File: config.mk
export PLATFORM = sky130hd
export DESIGN_NAME = aso_top
export DESIGN_NICKNAME = d
export VERILOG_FILES = /design/src/rtl/aso_pkg.sv /design/src/rtl/aso_top.sv /design/src/rtl/aso_axis_seq.sv
export SDC_FILE = /design/constraint.sdc
export NUM_CORES = 1
export LEC_CHECK = 0
export BUFFER_PORTS_ARGS = -buffer_cell sky130_fd_sc_hd__buf_4
export CORE_MARGIN = 5
export CORE_UTILIZATION = 35
export DETAILED_ROUTE_END_ITERATION = 16
export GPL_ROUTABILITY_DRIVEN = 0
export SLEW_MARGIN = 10
export SYNTH_ARGS = -nofsm -noshare
export SYNTH_HDL_FRONTEND = slang
export SYNTH_SLANG_ARGS = --single-unit
File: constraint.sdc
create_clock -name clk_sys -period 11.24 [get_ports clk_sys]
set_input_delay 1.686 -clock clk_sys [delete_from_list [all_inputs] [get_ports clk_sys]]
set_output_delay 1.686 -clock clk_sys [all_outputs]
set_load 0.02 [all_outputs]
File: src/rtl/aso_pkg.sv
/*
 * Constants, types and helpers of the switch-off sequencer.
 * Assumes a 40 MHz system clock and a two-axis drive.
 */
package aso_pkg;
    localparam int NAX = 2;
    localparam int CLK_HZ = 40_000_000;
    // Stop timeout limit is kept in milliseconds
    localparam int ZEROT_UNIT_US = 1000;
    localparam int CYC_PER_UNIT = (CLK_HZ / 1_000_000) * ZEROT_UNIT_US;
    localparam int LIST_DEPTH = 8;

    localparam logic [7:0] A_CTRL = 8'h00;
    localparam logic [7:0] A_CFG = 8'h04;
    localparam logic [7:0] A_ZV0 = 8'h08;
    localparam logic [7:0] A_ZT0 = 8'h0c;
    localparam logic [7:0] A_AX_STRIDE = 8'h08;
    localparam logic [7:0] A_STAT = 8'h18;
    localparam logic [7:0] A_ISTAT = 8'h1c;
    localparam logic [7:0] A_IMASK = 8'h20;
    localparam logic [7:0] A_LSEL = 8'h24;
    localparam logic [7:0] A_LDATA = 8'h28;
    localparam logic [7:0] A_FCLR = 8'h2c;
    localparam logic [7:0] A_CNT = 8'h30;

    localparam int CTRL_EN_LSB = 0;
    localparam int CTRL_DIS_LSB = 8;
    localparam int CFG_MODE_LSB = 0;
    localparam int CFG_IMM_LSB = 4;
    localparam int CFG_DYN2IMM_BIT = 6;
    localparam int FCLR_WARN_LSB = 8;
    localparam int STAT_AX_W = 8;
    localparam int CNT_AX_W = 8;

    localparam logic [15:0] RST_ZEROV = 16'h0010;
    localparam logic [15:0] RST_ZEROT = 16'h01f4;
    localparam logic [31:0] RST_CFG = 32'h0000_0000;

    localparam int IRQ_W = 5;

    localparam logic [1:0] DM_IMMED = 2'h0;
    localparam logic [1:0] DM_CTRL = 2'h2;
    localparam logic [1:0] RESP_OKAY = 2'h0;
    localparam logic [1:0] RESP_SLVERR = 2'h2;

    typedef enum logic [1:0] {
        ST_OFF = 2'b00,
        ST_RUN = 2'b01,
        ST_DECEL = 2'b11,
        ST_COAST = 2'b10
    } aso_state_t;

    typedef enum logic [1:0] {
        RX_IMMED = 2'h0,
        RX_DYN = 2'h1,
        RX_CTRL = 2'h2
    } aso_react_t;

    typedef enum logic [3:0] {
        G_SYS, G_FILE, G_HW, G_PWR, G_TEMP, G_SW,
        G_FB, G_MOTOR, G_WAKE, G_MOTION, G_FBUS, G_SAFETY
    } aso_grp_t;

    typedef struct packed {
        logic valid;
        logic warn;
        logic [0:0] axis;
        aso_grp_t grp;
        logic [3:0] fb_num;
        logic [7:0] id;
        aso_react_t react;
    } aso_event_t;

    typedef struct packed {
        logic valid;
        logic warn;
        logic [0:0] axis;
        logic [15:0] code;
    } aso_entry_t;

    typedef struct packed {
        logic power_on;
        logic brake;
        logic decel_req;
        logic dyn_brake;
        aso_state_t state;
    } aso_axis_out_t;

    // Group code as two BCD digits
    function automatic logic [7:0] aso_group_code(aso_grp_t g, logic [3:0] n);
        unique case (g)
            G_SYS: return 8'h10;
            G_FILE: return 8'h11;
            G_HW: return 8'h15;
            G_PWR: return 8'h20;
            G_TEMP: return 8'h25;
            G_SW: return 8'h30;
            G_FB: return {4'h4, n};
            G_MOTOR: return 8'h50;
            G_WAKE: return 8'h55;
            G_MOTION: return 8'h60;
            G_FBUS: return 8'h70;
            G_SAFETY: return 8'h90;
            default: return 8'h00;
        endcase
    endfunction
endpackage

File: src/rtl/aso_top.sv
/*
 * Sequencer top: AXI4-Lite registers, pin synchronisers, fault list,
 * relay and interrupt. Pins are asynchronous; other inputs on clk_sys.
 */
// Our own choices: the AXI4-Lite register port and the register offsets.
`timescale 1ns/10ps
// Contract
// - Torque off cuts the power stage at once.
// - Software disable follows the configured disable mode.
// - Disable mode 0 switches the axis off immediately.
// - Disable mode 2 decelerates first, then disables the axis.
// - Any stop brakes at zero speed or timeout.
// - Stop input decelerates, disables, then brakes.
// - Immediate brake setting brakes at once on torque off.
// - Immediate brake setting brakes at once on a fault cut.
// - Faults react by power cut, dynamic braking or controlled stop.
// - Fault relay output is driven while any fault is active.
// - Faults and warnings carry a group code and an identifier.
// - Group codes follow the fixed two-digit encoding table.
// - Faults readable per axis; warnings per axis and drive wide.
// - Several faults may be active and all are reported; the list holds eight, extra events only set an interrupt bit.
// - Drive-wide list entries give axis number then group-id code.
// - Warnings never stop the axis; faults stop it by severity.
module aso_top
    import aso_pkg::*;
#(
    parameter int CYC_PER_MS = CYC_PER_UNIT
)
(
    input wire logic clk_sys,
    input wire logic reset,
    input wire logic [7:0] s_axi_awaddr,
    input wire logic s_axi_awvalid,
    output logic s_axi_awready,
    input wire logic [31:0] s_axi_wdata,
    input wire logic [3:0] s_axi_wstrb,
    input wire logic s_axi_wvalid,
    output logic s_axi_wready,
    output logic [1:0] s_axi_bresp,
    output logic s_axi_bvalid,
    input wire logic s_axi_bready,
    input wire logic [7:0] s_axi_araddr,
    input wire logic s_axi_arvalid,
    output logic s_axi_arready,
    output logic [31:0] s_axi_rdata,
    output logic [1:0] s_axi_rresp,
    output logic s_axi_rvalid,
    input wire logic s_axi_rready,
    input wire logic [NAX-1:0] safe_torque_off_input,
    input wire logic [NAX-1:0] hardware_enable_input,
    input wire logic [NAX-1:0] stop_input,
    input wire logic [NAX-1:0][15:0] speed_mag,
    input wire aso_event_t event_in,
    output aso_axis_out_t [NAX-1:0] axis_out,
    output logic fault_relay_output,
    output logic irq
);
    localparam int NPIN = 3 * NAX;

    function automatic logic [31:0] wmerge(logic [31:0] o, logic [31:0] n, logic [3:0] s);
        logic [31:0] r;
        r = o;
        for (int b = 0; b < 4; b++)
            if (s[b])
                r[8*b +: 8] = n[8*b +: 8];
        return r;
    endfunction

    function automatic logic [3:0] popcnt(logic [LIST_DEPTH-1:0] v);
        logic [3:0] c;
        c = 4'h0;
        for (int i = 0; i < LIST_DEPTH; i++)
            c = c + {3'h0, v[i]};
        return c;
    endfunction

    // AXI4-Lite write path: address and data may come in either order
    logic aw_ok_r;
    logic w_ok_r;
    logic [7:0] awaddr_r;
    logic [31:0] wdata_r;
    logic [3:0] wstrb_r;
    logic bvalid_r;
    logic [1:0] bresp_r;
    logic wr_go;
    logic wr_map;
    logic rvalid_r;
    logic [31:0] rdata_r;
    logic [1:0] rresp_r;
    logic [31:0] rd_val;
    logic rd_map;

    assign s_axi_awready = !aw_ok_r && !bvalid_r;
    assign s_axi_wready = !w_ok_r && !bvalid_r;
    assign s_axi_bvalid = bvalid_r;
    assign s_axi_bresp = bresp_r;
    assign s_axi_arready = !rvalid_r;
    assign s_axi_rvalid = rvalid_r;
    assign s_axi_rdata = rdata_r;
    assign s_axi_rresp = rresp_r;
    assign wr_go = aw_ok_r && w_ok_r && !bvalid_r;

    always_ff @(posedge clk_sys)
    begin
        if (reset)
        begin
            aw_ok_r <= 1'b0;
            w_ok_r <= 1'b0;
            awaddr_r <= 8'h00;
            wdata_r <= 32'h0000_0000;
            wstrb_r <= 4'h0;
            bvalid_r <= 1'b0;
            bresp_r <= RESP_OKAY;
        end
        else
        begin
            if (s_axi_awvalid && s_axi_awready)
            begin
                aw_ok_r <= 1'b1;
                awaddr_r <= s_axi_awaddr;
            end
            if (s_axi_wvalid && s_axi_wready)
            begin
                w_ok_r <= 1'b1;
                wdata_r <= s_axi_wdata;
                wstrb_r <= s_axi_wstrb;
            end
            if (wr_go)
            begin
                aw_ok_r <= 1'b0;
                w_ok_r <= 1'b0;
                bvalid_r <= 1'b1;
                bresp_r <= wr_map ? RESP_OKAY : RESP_SLVERR;
            end
            else if (bvalid_r && s_axi_bready)
                bvalid_r <= 1'b0;
        end
    end

    // Pin synchronisers: a change counts once stages two and three agree
    logic [NPIN-1:0] s1_r;
    logic [NPIN-1:0] s2_r;
    logic [NPIN-1:0] s3_r;
    logic [NPIN-1:0] pin_r;
    logic [NAX-1:0] sto_ok;
    logic [NAX-1:0] hw_en;
    logic [NAX-1:0] di_stop;

    always_ff @(posedge clk_sys)
    begin
        if (reset)
        begin
            s1_r <= '0;
            s2_r <= '0;
            s3_r <= '0;
            pin_r <= '0;
        end
        else
        begin
            s1_r <= {stop_input, hardware_enable_input, safe_torque_off_input};
            s2_r <= s1_r;
            s3_r <= s2_r;
            for (int i = 0; i < NPIN; i++)
                if (s2_r[i] == s3_r[i])
                    pin_r[i] <= s3_r[i];
        end
    end

    assign sto_ok = pin_r[NAX-1:0];
    assign hw_en = pin_r[2*NAX-1:NAX];
    assign di_stop = pin_r[3*NAX-1:2*NAX];

    // Millisecond tick for the stop timeout
    logic [31:0] pre_r;
    logic ms_tick;

    assign ms_tick = pre_r == 32'(CYC_PER_MS - 1);

    always_ff @(posedge clk_sys)
    begin
        if (reset || ms_tick)
            pre_r <= 32'h0000_0000;
        else
            pre_r <= pre_r + 32'h0000_0001;
    end

    // Control and configuration registers
    logic [NAX-1:0] sw_en_r;
    logic [NAX-1:0] sw_dis_r;
    logic [31:0] cfg_r;
    logic [NAX-1:0][15:0] zerov_r;
    logic [NAX-1:0][15:0] zerot_r;
    logic [NAX-1:0] stop_done;
    logic [31:0] wr_val;

    assign wr_val = wmerge(32'h0000_0000, wdata_r, wstrb_r);

    always_ff @(posedge clk_sys)
    begin
        if (reset)
        begin
            sw_en_r <= '0;
            sw_dis_r <= '0;
        end
        else
        begin
            sw_dis_r <= '0;
            for (int a = 0; a < NAX; a++)
            begin
                // A finished stop drops the software enable so a restart is explicit
                if (stop_done[a])
                    sw_en_r[a] <= 1'b0;
                if (wr_go && awaddr_r == A_CTRL)
                begin
                    if (wr_val[CTRL_DIS_LSB + a])
                    begin
                        sw_en_r[a] <= 1'b0;
                        sw_dis_r[a] <= sw_en_r[a];
                    end
                    else if (wr_val[CTRL_EN_LSB + a])
                        sw_en_r[a] <= 1'b1;
                end
            end
        end
    end

    always_ff @(posedge clk_sys)
    begin
        if (reset)
        begin
            cfg_r <= RST_CFG;
            for (int a = 0; a < NAX; a++)
            begin
                zerov_r[a] <= RST_ZEROV;
                zerot_r[a] <= RST_ZEROT;
            end
        end
        else if (wr_go)
        begin
            if (awaddr_r == A_CFG)
                cfg_r <= wmerge(cfg_r, wdata_r, wstrb_r);
            for (int a = 0; a < NAX; a++)
            begin
                if (awaddr_r == A_ZV0 + 8'(a * A_AX_STRIDE))
                    zerov_r[a] <= 16'(wmerge({16'h0000, zerov_r[a]}, wdata_r, wstrb_r));
                if (awaddr_r == A_ZT0 + 8'(a * A_AX_STRIDE))
                    zerot_r[a] <= 16'(wmerge({16'h0000, zerot_r[a]}, wdata_r, wstrb_r));
            end
        end
    end

    // Fault and warning list shared by all axes
    aso_entry_t list_r [LIST_DEPTH];
    aso_entry_t new_ent;
    logic [LIST_DEPTH-1:0] vmask;
    logic [NAX-1:0][LIST_DEPTH-1:0] fmask;
    logic [NAX-1:0][LIST_DEPTH-1:0] wmask;
    logic [NAX-1:0] flt_act;
    logic dup;
    logic free_ok;
    logic [2:0] free_idx;
    logic [NAX-1:0] fclr_f;
    logic [NAX-1:0] fclr_w;

    assign new_ent = '{valid: 1'b1, warn: event_in.warn, axis: event_in.axis,
        code: {aso_group_code(event_in.grp, event_in.fb_num), event_in.id}};

    always_comb
    begin
        dup = 1'b0;
        free_ok = 1'b0;
        free_idx = 3'h0;
        for (int i = LIST_DEPTH - 1; i >= 0; i--)
        begin
            vmask[i] = list_r[i].valid;
            if (list_r[i] == new_ent)
                dup = 1'b1;
            if (!list_r[i].valid)
            begin
                free_ok = 1'b1;
                free_idx = 3'(i);
            end
            for (int a = 0; a < NAX; a++)
            begin
                fmask[a][i] = list_r[i].valid && !list_r[i].warn && list_r[i].axis == 1'(a);
                wmask[a][i] = list_r[i].valid && list_r[i].warn && list_r[i].axis == 1'(a);
            end
        end
        for (int a = 0; a < NAX; a++)
        begin
            flt_act[a] = |fmask[a];
            fclr_f[a] = wr_go && awaddr_r == A_FCLR && wr_val[a];
            fclr_w[a] = wr_go && awaddr_r == A_FCLR && wr_val[FCLR_WARN_LSB + a];
        end
    end

    always_ff @(posedge clk_sys)
    begin
        if (reset)
        begin
            for (int i = 0; i < LIST_DEPTH; i++)
                list_r[i] <= '0;
        end
        else
        begin
            for (int i = 0; i < LIST_DEPTH; i++)
                if (list_r[i].warn ? fclr_w[list_r[i].axis] : fclr_f[list_r[i].axis])
                    list_r[i].valid <= 1'b0;
            // A new entry written after the clear, so it survives it
            if (event_in.valid && !dup && free_ok)
                list_r[free_idx] <= new_ent;
        end
    end

    always_ff @(posedge clk_sys)
    begin
        if (reset)
            fault_relay_output <= 1'b0;
        else
            fault_relay_output <= |flt_act;
    end

    // Interrupt status, write one to clear; a new event wins over the clear
    logic [IRQ_W-1:0] istat_r;
    logic [IRQ_W-1:0] imask_r;
    logic [IRQ_W-1:0] iset;
    logic [2:0] lsel_r;

    assign iset = {stop_done,
        event_in.valid && !dup && !free_ok,
        event_in.valid && !dup && free_ok && event_in.warn,
        event_in.valid && !dup && free_ok && !event_in.warn};

    always_ff @(posedge clk_sys)
    begin
        if (reset)
        begin
            istat_r <= '0;
            imask_r <= '0;
            lsel_r <= 3'h0;
            irq <= 1'b0;
        end
        else
        begin
            if (wr_go && awaddr_r == A_ISTAT)
                istat_r <= (istat_r & ~wr_val[IRQ_W-1:0]) | iset;
            else
                istat_r <= istat_r | iset;
            if (wr_go && awaddr_r == A_IMASK)
                imask_r <= wr_val[IRQ_W-1:0];
            if (wr_go && awaddr_r == A_LSEL)
                lsel_r <= wr_val[2:0];
            irq <= |(istat_r & imask_r);
        end
    end

    // One sequencer per axis; warnings never reach it
    for (genvar a = 0; a < NAX; a++)
    begin : g_ax
        aso_axis_seq u_seq (
            .clk_sys(clk_sys),
            .reset(reset),
            .run_ok(hw_en[a] && sw_en_r[a] && sto_ok[a] && !flt_act[a]),
            .sto_ok(sto_ok[a]),
            .hw_en(hw_en[a]),
            .sw_dis(sw_dis_r[a]),
            .di_stop(di_stop[a]),
            .flt(event_in.valid && !event_in.warn && event_in.axis == 1'(a)),
            .flt_react(event_in.react),
            .mode(cfg_r[CFG_MODE_LSB + 2*a +: 2]),
            .imm_brake(cfg_r[CFG_IMM_LSB + a]),
            .dyn_to_imm(cfg_r[CFG_DYN2IMM_BIT]),
            .zerov(zerov_r[a]),
            .zerot(zerot_r[a]),
            .ms_tick(ms_tick),
            .speed(speed_mag[a]),
            .ax_out(axis_out[a]),
            .stop_done(stop_done[a])
        );
    end

    // Read path
    always_comb
    begin
        rd_val = 32'h0000_0000;
        rd_map = 1'b1;
        unique case (s_axi_araddr)
            A_CTRL: rd_val = 32'(sw_en_r);
            A_CFG: rd_val = cfg_r;
            A_ZV0: rd_val = {16'h0000, zerov_r[0]};
            A_ZT0: rd_val = {16'h0000, zerot_r[0]};
            A_ZV0 + A_AX_STRIDE: rd_val = {16'h0000, zerov_r[1]};
            A_ZT0 + A_AX_STRIDE: rd_val = {16'h0000, zerot_r[1]};
            A_STAT:
                for (int a = 0; a < NAX; a++)
                    rd_val[STAT_AX_W*a +: STAT_AX_W] = {sw_en_r[a], flt_act[a], axis_out[a]};
            A_ISTAT: rd_val = 32'(istat_r);
            A_IMASK: rd_val = 32'(imask_r);
            A_LSEL: rd_val = 32'(lsel_r);
            // Entry: valid, warning flag, axis number from one, group and id digits
            A_LDATA: rd_val = {list_r[lsel_r].valid, 6'h00, list_r[lsel_r].warn,
                4'h0, 4'(list_r[lsel_r].axis) + 4'h1, list_r[lsel_r].code};
            A_CNT:
                for (int a = 0; a < NAX; a++)
                    rd_val[CNT_AX_W*a +: CNT_AX_W] = {popcnt(wmask[a]), popcnt(fmask[a])};
            A_FCLR: rd_val = 32'(popcnt(vmask));
            default: rd_map = 1'b0;
        endcase
    end

    assign wr_map = awaddr_r[1:0] == 2'h0 && awaddr_r <= A_CNT;

    always_ff @(posedge clk_sys)
    begin
        if (reset)
        begin
            rvalid_r <= 1'b0;
            rdata_r <= 32'h0000_0000;
            rresp_r <= RESP_OKAY;
        end
        else if (s_axi_arvalid && !rvalid_r)
        begin
            rvalid_r <= 1'b1;
            rdata_r <= rd_val;
            rresp_r <= rd_map ? RESP_OKAY : RESP_SLVERR;
        end
        else if (rvalid_r && s_axi_rready)
            rvalid_r <= 1'b0;
    end
endmodule

File: src/rtl/aso_axis_seq.sv
/*
 * One axis of the switch-off sequencer: enable, stop sequences, brake.
 * Assumes synchronised, debounced inputs and a millisecond tick.
 */
`timescale 1ns/10ps
module aso_axis_seq
    import aso_pkg::*;
(
    input wire logic clk_sys,
    input wire logic reset,
    input wire logic run_ok,
    input wire logic sto_ok,
    input wire logic hw_en,
    input wire logic sw_dis,
    input wire logic di_stop,
    input wire logic flt,
    input wire aso_react_t flt_react,
    input wire logic [1:0] mode,
    input wire logic imm_brake,
    input wire logic dyn_to_imm,
    input wire logic [15:0] zerov,
    input wire logic [15:0] zerot,
    input wire logic ms_tick,
    input wire logic [15:0] speed,
    output aso_axis_out_t ax_out,
    output logic stop_done
);
    aso_state_t state_r;
    aso_state_t state_nxt;
    logic imm_r;
    logic imm_nxt;
    logic dyn_r;
    logic dyn_nxt;
    logic [15:0] tcnt_r;
    logic at_zero;
    logic tmo;
    logic power_cut;
    aso_react_t rx;

    assign at_zero = speed <= zerov;
    assign tmo = tcnt_r >= zerot;
    // Dynamic braking may be configured as a plain power cut
    assign rx = (flt_react == RX_DYN && dyn_to_imm) ? RX_IMMED : flt_react;
    assign power_cut = !sto_ok || !hw_en || (flt && rx != RX_CTRL);

    always_comb
    begin
        state_nxt = state_r;
        imm_nxt = imm_r;
        dyn_nxt = dyn_r;
        unique case (state_r)
            ST_OFF:
            begin
                imm_nxt = 1'b0;
                dyn_nxt = 1'b0;
                if (run_ok)
                    state_nxt = ST_RUN;
            end
            ST_RUN, ST_DECEL:
            begin
                if (power_cut)
                begin
                    state_nxt = ST_COAST;
                    imm_nxt = imm_brake;
                    dyn_nxt = flt && rx == RX_DYN;
                end
                else if (state_r == ST_DECEL)
                begin
                    if (at_zero || tmo)
                        state_nxt = ST_OFF;
                end
                else if (sw_dis)
                    state_nxt = (mode == DM_CTRL) ? ST_DECEL : ST_COAST;
                else if (di_stop || flt)
                    state_nxt = ST_DECEL;
            end
            ST_COAST:
            begin
                if (at_zero || tmo)
                    state_nxt = ST_OFF;
            end
        endcase
    end

    always_ff @(posedge clk_sys)
    begin
        if (reset)
        begin
            state_r <= ST_OFF;
            imm_r <= 1'b0;
            dyn_r <= 1'b0;
        end
        else
        begin
            state_r <= state_nxt;
            imm_r <= imm_nxt;
            dyn_r <= dyn_nxt;
        end
    end

    // Timer clears while the axis runs or is off, so it restarts at each stop
    always_ff @(posedge clk_sys)
    begin
        if (reset || state_r == ST_RUN || state_r == ST_OFF)
            tcnt_r <= 16'h0000;
        else if (ms_tick && !tmo)
            tcnt_r <= tcnt_r + 16'h0001;
    end

    always_ff @(posedge clk_sys)
    begin
        if (reset)
        begin
            ax_out <= '{power_on: 1'b0, brake: 1'b1, decel_req: 1'b0,
                        dyn_brake: 1'b0, state: ST_OFF};
            stop_done <= 1'b0;
        end
        else
        begin
            ax_out.power_on <= state_nxt == ST_RUN || state_nxt == ST_DECEL;
            ax_out.brake <= state_nxt == ST_OFF || (state_nxt == ST_COAST && imm_nxt);
            ax_out.decel_req <= state_nxt == ST_DECEL;
            ax_out.dyn_brake <= state_nxt == ST_COAST && dyn_nxt;
            ax_out.state <= state_nxt;
            stop_done <= state_nxt == ST_OFF && state_r != ST_OFF;
        end
    end
endmodule

==> results of run 1 <==
==> stage by stage <==
step / utilization / hold WS, ps
final: 0.402 / 438
after global routing: 0.402 / 462
after CTS: 0.402 / 444
after detailed placement: 0.377 / 428
after global placement: 0.377 / 419
after floorplan: - / 414
==> area by class of cell <==
type | instances | area share
antenna | 1 | 0.0000859
inverter | 136 | 0.0175
sequential | 456 | 0.363
multi-input combinational | 1856 | 0.466
timing repair buffer | 198 | 0.0512
clock buffer | 71 | 0.0513
tap | 959 | 0.0412
clock inverter | 26 | 0.0100
==> layout by cell type (no fill, tap or decap), types with 11 or more instances in the layout <==
cell,Yosys,final
clkbuf_16,0,53
a221oi_1,19,19
dfxtp_1,312,310
and3_1,40,40
nor3b_1,11,11
fa_1,20,20
o211ai_1,23,23
inv_1,134,134
mux4_2,46,46
nor3_1,84,84
a21o_1,23,23
nor2_1,261,258
a22o_1,15,15
clkbuf_8,0,11
nand4_1,57,57
a21oi_1,114,114
nand3_1,78,77
nor2b_1,45,44
nand2b_1,20,20
a222oi_1,13,13
buf_4,14,197
nor3_2,90,90
xnor2_1,97,97
and2_1,15,14
a211o_1,19,19
o21ai_0,40,40
edfxtp_1,144,144
a22oi_1,29,29
nand3b_1,21,21
nor4_1,24,23
mux2i_1,111,111
nand2_1,203,203
xor2_1,88,88
ha_1,86,86
==> cell families (layout without fill, tap and decap cells) <==
logic type,count (synthesis),count (layout),share of synthesized area
AO/OA/AOI/OAI,395,395,0.110
flip-flops,456,456,0.415
adder cells (fa/ha/maj),106,106,0.0579
XOR/XNOR,185,185,0.0636
buffers and inverters,308,431,0.0538
multiplexers,162,162,0.0865
other,1,3,0.000147
AND/OR/NAND/NOR,1006,1006,0.213
==> state kept, by name, summed over array words and instances, names as in the netlist, 8 cells and up, named ones only <==
name / flops
zerot_r: 32
g_ax.u_seq.tcnt_r: 32
awaddr_r: 8
pre_r: 32
list_r: 152
cfg_r: 32
s_axi_rdata: 32
zerov_r: 32
wdata_r: 32
==> per-layer routing <==
metal	global-route usage	wire, um	vias up
met5	0	0	-
met2	0.328	38100	730
met4	0.0551	2410	0
li1	-	-	9540
met1	0.276	35400	9948
met3	0.0368	6020	137
==> worst paths after layout <==
path                                from  slack (ps)  depth (start not counted)                          end
max                         event_in[14]        5050                         10  list_r[5][17]$_SDFFCE_PN0P_
min                   s1_r[3]$_SDFF_PP0_         440                          1           s2_r[3]$_SDFF_PP0_
max reg2reg  list_r[2][12]$_SDFFCE_PN0P_        6430                          9  list_r[5][17]$_SDFFCE_PN0P_
min reg2reg           s1_r[3]$_SDFF_PP0_         440                          1           s2_r[3]$_SDFF_PP0_
==> worst max-delay path, delay by kind of cell <==
kind / cells / cell delay [ps]
AND/OR/NAND/NOR: 4 / 1780
AO/OA/AOI/OAI: 2 / 1500
buffers and inverters: 3 / 1070
XOR/XNOR: 1 / 330
==> power by group through the flow <==
stage	sequential, mW	clock (mW)	combinational, mW
finish	1.80	1.76	0.354
floorplan	1.81	0	0.241
global placement	1.84	0	0.350
CTS	1.80	1.80	0.354
global route	1.81	1.87	0.385
detailed placement	1.84	0	0.353
==> flow_summary.ini, run 1 <==
[drt]
vias = 20400
dr.first_iter.drc_count = 1830
wire_per_inst_um = 22.1
first_pass_iters = 5
ant_nets = 0
wl_mm = 81.9
drc = 0
drt-vias-per-instance = 5.50

[layout]
fin_cells = 3703
design_area_mm2 = 0.0291
seq_area_mm2 = 0.0106
nFillCells = 7227
drive_gt1_frac = 0.176
multi_input_area_mm2 = 0.0136
area_growth_pct = 14.4
final_nets = 2925

[power_and_ir_drop]
pwr-share-clk = 0.449
p_leak_nw = 11.3
p_total_mw = 3.91
combPwrFrac = 0.091
vdd_drop_max_uv = 116
power.switching_mw = 1.01
p_int_mw = 2.90
power_frac_seq = 0.461
swShare = 0.258
powerDensity_mw_per_mm2 = 134

[floorplan]
die_w_um = 280
initial_core_util = 0.351
dieArea_mm2 = 0.0783
ios = 173
rows = 99
die_h_um = 280
core-area_mm2 = 0.0726

[clock_network]
tritoncts = done
clk_latency_ps = 620
holdBufCountCts = 0
cts_resized = 0
cts_buffer_depth = 3
postCtsSetupBuffers = 0
htree_levels = 2
clkTransAtPathRegs_ps = 50
cts_buffers = 53
cts.sinks = 456
clockRootBuffer = clkbuf_16

[timing]
relSlewSlack = 0.233
max_freq_mhz = 161
fin_crit_ps = 6190
fin_setup_tns_ps = 0
fin_ws_ps = 5050
skew_ps = 36.2
hold_viol = 0
drv_slew = 0
finalCritPeriodShare = 0.551
worst_pin_slew_ps = 1150
rsz0062_at_grt = false
setup_viol = 0

[synth]
ys.flop_type = dfxtp_1
synth_top_area_cell = dfxtp_1
yosys_warnings = 0
async_reset_ff_frac = 0
yosysUniqueCellTypes = 89
synthCells = 2619
yosysMostFrequentCell = dfxtp_1
syn_avg_cell_area_um2 = 9.73
synth_area_leaders = dfxtp_1 (25%), edfxtp_1 (17%), mux2i_1 (4.4%)
synthDominantCellAreaShare = 0.245
synth_edf_count = 144
ys_seq_area_frac = 0.415
synthTopCellsByCount = dfxtp_1 (312), nor2_1 (261), nand2_1 (203)
synth-seq-cells = 456
synth_area_mm2 = 0.0255

[hold_path]
hp-class = flop to flop

[global_route]
grt_overflow = 0
grt_max_degree = 74
grt_pass1_vias = 19300
grt_pass1_wl_mm = 122
antenna_found_initial = 1
gr-usage-all-layers = 0.201

[place]
dp_slack_ps = 4440
dpl_cell_area_mm2 = 0.0274
dp_cells = 3605
dp_hpwl_mm = 59.7
port_buffers = 170

[setup_path]
cpPeakStageDelay_ps = 950
crit_type = input port to flop
cp_slowest_cell = o21bai_2
path_max_fanout = 33
crit_top_cell = buf_4
cp.required_ps = 11440
crit_chain = buf_4 > inv_1 > and3_1 > nand2_1 > xor2_1 > and4b_1 > a2111oi_4 > nand4_4 > buf_4 > o21bai_2
setup.worst_path.end_class = flop
arrival_ps = 6400
startpoint_type = input port

[run]
maxCapViolCount = 0

[run_status]
status = completed
Power figures use the tool's default switching activity.
==> inputs of run 2 (changes only) <==
==> constraint.sdc (replaced) <==
create_clock -name clk_sys -period 6.4 [get_ports clk_sys]
set_input_delay 0.96 -clock clk_sys [delete_from_list [all_inputs] [get_ports clk_sys]]
set_output_delay 0.96 -clock clk_sys [all_outputs]
set_load 0.02 [all_outputs]
==> flow_summary.ini, run 2 (same netlist as run 1, synthesis figures left out) <==
[global_route]
grt_pass1_wl_mm = 125
antenna_found_initial = 1
grt_max_degree = 94
gr-usage-all-layers = 0.205
grt_pass1_vias = 19900
grt_overflow = 0

[layout]
mostFrequentLayoutCells = dfxtp_1 (310), nor2_1 (259), nand2_1 (203), buf_4 (203), edfxtp_1 (144)
area_growth_pct = 15.4
top_register = list_r
drive_gt1_frac = 0.180
nFillCells = 7215
largest_reg_flops = 152
num_antenna_cells = 0
final_nets = 2932
final_common_cell = dfxtp_1

[drt]
wl_mm = 83.4
wire_per_inst_um = 22.5
drc = 0
dr.first_iter.drc_count = 1928
drt-vias-per-instance = 5.51
ant_nets = 0
vias = 20500
first_pass_iters = 9

[timing]
setup_viol = 0
relSlewSlack = 0.246
finalCritPeriodShare = 0.720
hold_viol = 0
fin_setup_tns_ps = 0
max_freq_mhz = 217
rsz0062_at_grt = false
skew_ps = 44.1
drv_slew = 0
fin_ws_ps = 1790
worst_pin_slew_ps = 1130
fin_crit_ps = 4610

[clock_network]
holdBufCountCts = 0
cts.sinks = 456
clkTransAtPathRegs_ps = 60
cts_resized = 0
postCtsSetupBuffers = 0
tritoncts = done
cts_buffer_depth = 3
clk_latency_ps = 630
clockRootBuffer = clkbuf_16
htree_levels = 2
cts_buffers = 54

[setup_path]
startpoint_type = flop
critPathTopFamily = adder cells
crit_type = flop to flop
cpPeakStageDelay_ps = 530
crit_chain = inv_1 > or3_1 > inv_1 > fa_1 > inv_1 > fa_1 > fa_1 > inv_1 > ha_1 > fa_1 > xor2_1 > a22o_1 > a221oi_1 > nand3_1 > o21ai_0 > a21oi_1
worst-path-buf-inv = 4
arrival_ps = 5090
cp.required_ps = 6880
setup.worst_path.end_class = flop
cp_slowest_cell = dfxtp_1
path_max_fanout = 9

[floorplan]
ios = 173
rows = 99
dieArea_mm2 = 0.0783
die_w_um = 280
die_h_um = 280
initial_core_util = 0.351
core-area_mm2 = 0.0726

[hold_path]
hp-class = flop to flop

[power_and_ir_drop]
powerDensity_mw_per_mm2 = 245
p_leak_nw = 11.4
vdd_drop_max_uv = 190

[place]
port_buffers = 170
dp_slack_ps = 1440
dp_hpwl_mm = 61.1

[run_status]
status = completed

[run]
maxCapViolCount = 0
run 2: report_power, final:
group / internal (mW) / switching, mW
Clock: 2.11 / 1.32
Combinational: 0.225 / 0.394
Sequential: 3.06 / 0.105
Total: 5.39 / 1.82
run 2: through the flow:
step,util,instances,area [um2],power (mW),hold WS (ps)
6_report,0.405,3712,29400,7.21,436
5_1_grt,0.405,3712,29400,7.43,457
4_1_cts,0.405,3712,29400,7.25,440
3_5_place_dp,0.377,3611,27400,3.84,426
3_3_place_gp,0.377,3611,27400,3.84,422
2_1_floorplan,-,2620,25500,3.59,414
run 2: final cells by class:
class                   count  area (um2)  area share
well taps                 959        1200      0.0408
flip-flops and latches    456       10600       0.360
repair buffers            204        1540      0.0523
clock buffers              68        1530      0.0520
inverters                 136         510      0.0174
multi-input cells        1856       13600       0.462
clock inverters            33         474      0.0161
run 2: worst paths after layout:
| check | to | startpoint | depth (start not counted) | slack (ps) |
|---|---|---|---|---|
| max | s_axi_rdata[2]$_SDFFE_PP0P_ | list_r[1][18]$_SDFFE_PP1P_ | 16 | 1790 |
| min | s2_r[1]$_SDFF_PP0_ | s1_r[1]$_SDFF_PP0_ | 1 | 440 |
| max reg2reg | s_axi_rdata[2]$_SDFFE_PP0P_ | list_r[1][18]$_SDFFE_PP1P_ | 16 | 1790 |
| min reg2reg | s2_r[1]$_SDFF_PP0_ | s1_r[1]$_SDFF_PP0_ | 1 | 440 |
run 2: routing by layer:
layer	vias up	share of wire	global-route usage
met4	2	0.039	0.0709
met2	767	0.45	0.324
met5	-	0.00014	0
met1	9976	0.43	0.277
li1	9563	-	-
met3	159	0.081	0.0491
==> inputs of run 3 (changes only) <==
--- a/config.mk
+++ b/config.mk
@@ -5,6 +5,7 @@
 export SDC_FILE = /design/constraint.sdc
 export NUM_CORES = 1
 export LEC_CHECK = 0
+export ABC_AREA = 1
 export BUFFER_PORTS_ARGS = -buffer_cell sky130_fd_sc_hd__buf_4
 export CORE_MARGIN = 5
 export CORE_UTILIZATION = 35
==> constraint.sdc (replaced) <==
create_clock -name clk_sys -period 4.5 [get_ports clk_sys]
set_input_delay 0.675 -clock clk_sys [delete_from_list [all_inputs] [get_ports clk_sys]]
set_output_delay 0.675 -clock clk_sys [all_outputs]
set_load 0.02 [all_outputs]
==> flow_summary.ini, run 3 <==
[layout]
mostFrequentLayoutCells = nand2_1 (514), inv_1 (433), dfxtp_1 (310)
final_common_cell = nand2_1
largest_reg_flops = 152
nFillCells = 7458
fin_cells = 4404
area_growth_pct = 15.4
final_nets = 3635
drive_gt1_frac = 0.148
top_register = list_r

[clock_network]
holdBufCountCts = 0
clkTransAtPathRegs_ps = 60
tritoncts = done
cts_buffers = 51
cts.sinks = 456
cts_resized = 0
postCtsSetupBuffers = 0
cts_buffer_depth = 3
clockRootBuffer = clkbuf_16
htree_levels = 2
clk_latency_ps = 610

[drt]
dr.first_iter.drc_count = 2239
vias = 22900
wl_mm = 84.3
drc = 0
wire_per_inst_um = 19.1
drt-vias-per-instance = 5.19
ant_nets = 0
first_pass_iters = 6

[setup_path]
startpoint_type = flop
worst-path-buf-inv = 3
rrSetupSlack_ps = 470
rr_endpoint = s_axi_rdata[2]$_SDFFE_PP0P_
crit_top_cell = fa_1
crit_chain = clkinv_1 > nor3_1 > fa_1 > inv_1 > fa_1 > fa_1 > inv_1 > ha_1 > fa_1 > or2_2 > a311oi_1 > nand3_1 > nand2_1 > a21oi_1
crit_type = flop to flop
reg2reg_depth = 14
critPathTopFamily = adder cells
path_max_fanout = 8
setup.worst_path.end_class = flop
cp_slowest_cell = fa_1
cp.required_ps = 4980
r2r-start = list_r[0][18]$_SDFFE_PP1P_
cpPeakStageDelay_ps = 490
arrival_ps = 4510

[timing]
setup_viol = 0
relSlewSlack = 0.220
worst_pin_slew_ps = 1160
finalCritPeriodShare = 0.896
hold_viol = 0
drv_slew = 0
fin_setup_tns_ps = 0
max_freq_mhz = 248
fin_crit_ps = 4030
skew_ps = 19.1
rsz0062_at_grt = false

[synth]
syn_avg_cell_area_um2 = 7.72
ys_seq_area_frac = 0.417
synth_top_area_cell = dfxtp_1
synth_area_leaders = dfxtp_1 (25%), edfxtp_1 (17%), nand2_1 (7.6%)
synthTopCellsByCount = nand2_1 (515), inv_1 (434), dfxtp_1 (312)
synth_area_mm2 = 0.0253
ys.flop_type = dfxtp_1
synthCells = 3283
yosysMostFrequentCell = nand2_1
yosysUniqueCellTypes = 60
async_reset_ff_frac = 0
synth-seq-cells = 456
yosys_warnings = 0
synthDominantCellAreaShare = 0.247
synth_edf_count = 144

[power_and_ir_drop]
powerDensity_mw_per_mm2 = 336
p_leak_nw = 11.7
vdd_drop_max_uv = 292

[global_route]
grt_overflow = 0
antenna_found_initial = 1
grt_pass1_wl_mm = 128
grt_pass1_vias = 21400
grt_max_degree = 111
gr-usage-all-layers = 0.209

[run]
maxCapViolCount = 0

[run_status]
status = completed

[place]
dp_cells = 4308
port_buffers = 170
dp_hpwl_mm = 62.3

[floorplan]
initial_core_util = 0.354
dieArea_mm2 = 0.0778
die_h_um = 279
rows = 98
ios = 173
die_w_um = 279
core-area_mm2 = 0.0716

[hold_path]
hp-class = input port to flop
holdPathStages = 3
min_to = s1_r[4]$_SDFF_PP0_
hold_start = stop_input[0]
[run 3: changes by cell type in the layout (fill, tap and decap cells not counted), sizes merged, moves of 85 or more]
cell	previous run	this run
nand2	205	531
inv	138	442
o21ai	50	295
nor2	263	452
a21oi	114	298
mux2i	111	0
nor3	174	89
[run 3: cell families (layout without fill, tap and decap cells)]
group / count (synthesis) / in the layout / share of synthesized area
compound gates: 726 / 726 / 0.157
xor+xnor: 69 / 69 / 0.0239
fa+ha+maj: 106 / 106 / 0.0583
simple gates: 1327 / 1327 / 0.245
buf+inv: 598 / 767 / 0.0978
flops: 456 / 456 / 0.417
other cells: 1 / 3 / 0.000148
[run 3: worst register-to-register path: cells and delay by family (launching register included)]
family / cells / cell delay [ps]
buf+inv: 3 / 360
fa+ha+maj: 5 / 1930
compound gates: 2 / 380
simple gates: 4 / 860
flops: 1 / 370
[run 3: how the worst max path moves through the flow]
| stage | from | to | slack [ps] | depth (start not counted) |
|---|---|---|---|---|
| 3_3_place_gp | list_r[0][18]$_SDFFE_PP1P_ | s_axi_rdata[2]$_SDFFE_PP0P_ | 590 | 14 |
| 2_1_floorplan | list_r[0][18]$_SDFFE_PP1P_ | s_axi_rdata[2]$_SDFFE_PP0P_ | 820 | 14 |
| 3_5_place_dp | list_r[0][18]$_SDFFE_PP1P_ | s_axi_rdata[2]$_SDFFE_PP0P_ | 470 | 14 |
| 5_1_grt | list_r[0][18]$_SDFFE_PP1P_ | s_axi_rdata[2]$_SDFFE_PP0P_ | 240 | 14 |
| 6_report | list_r[0][18]$_SDFFE_PP1P_ | s_axi_rdata[2]$_SDFFE_PP0P_ | 470 | 14 |
| 4_1_cts | list_r[0][18]$_SDFFE_PP1P_ | s_axi_rdata[2]$_SDFFE_PP0P_ | 490 | 14 |
[run 3: final cells by class]
type | count | area [um2] | share of cell area
clock buffer | 64 | 1390 | 0.0474
tap | 950 | 1190 | 0.0407
timing repair buffer | 220 | 1690 | 0.0578
clock inverter | 31 | 397 | 0.0136
antenna | 1 | 2.50 | 0.0000856
sequential | 456 | 10600 | 0.362
inverter | 452 | 1710 | 0.0583
multi-input combinational | 2230 | 12300 | 0.420
[run 3: through the flow]
step,instance area (um2),utilization,total power [mW],hold slack [ps],setup WS [ps]
global route,29200,0.408,10.2,252,244
CTS,29200,0.408,9.91,227,486
finish,29200,0.408,9.83,263,467
global placement,27400,0.383,5.44,395,590
detailed placement,27400,0.383,5.45,398,474
floorplan,25300,-,5.09,388,817
[run 3: per-layer routing]
layer,global-route usage,vias to the layer above,wire length [um]
met5,0,-,0
met2,0.335,828,37800
met4,0.0695,0,3010
met1,0.293,10700,37500
met3,0.0269,189,5940
li1,-,11200,-
[run 3: report_power, final]
part	internal [mW]	leakage, nW	switching [mW]
combinational	0.294	6.89	0.582
clock	2.61	0.846	1.86
sequential	4.37	4.00	0.115
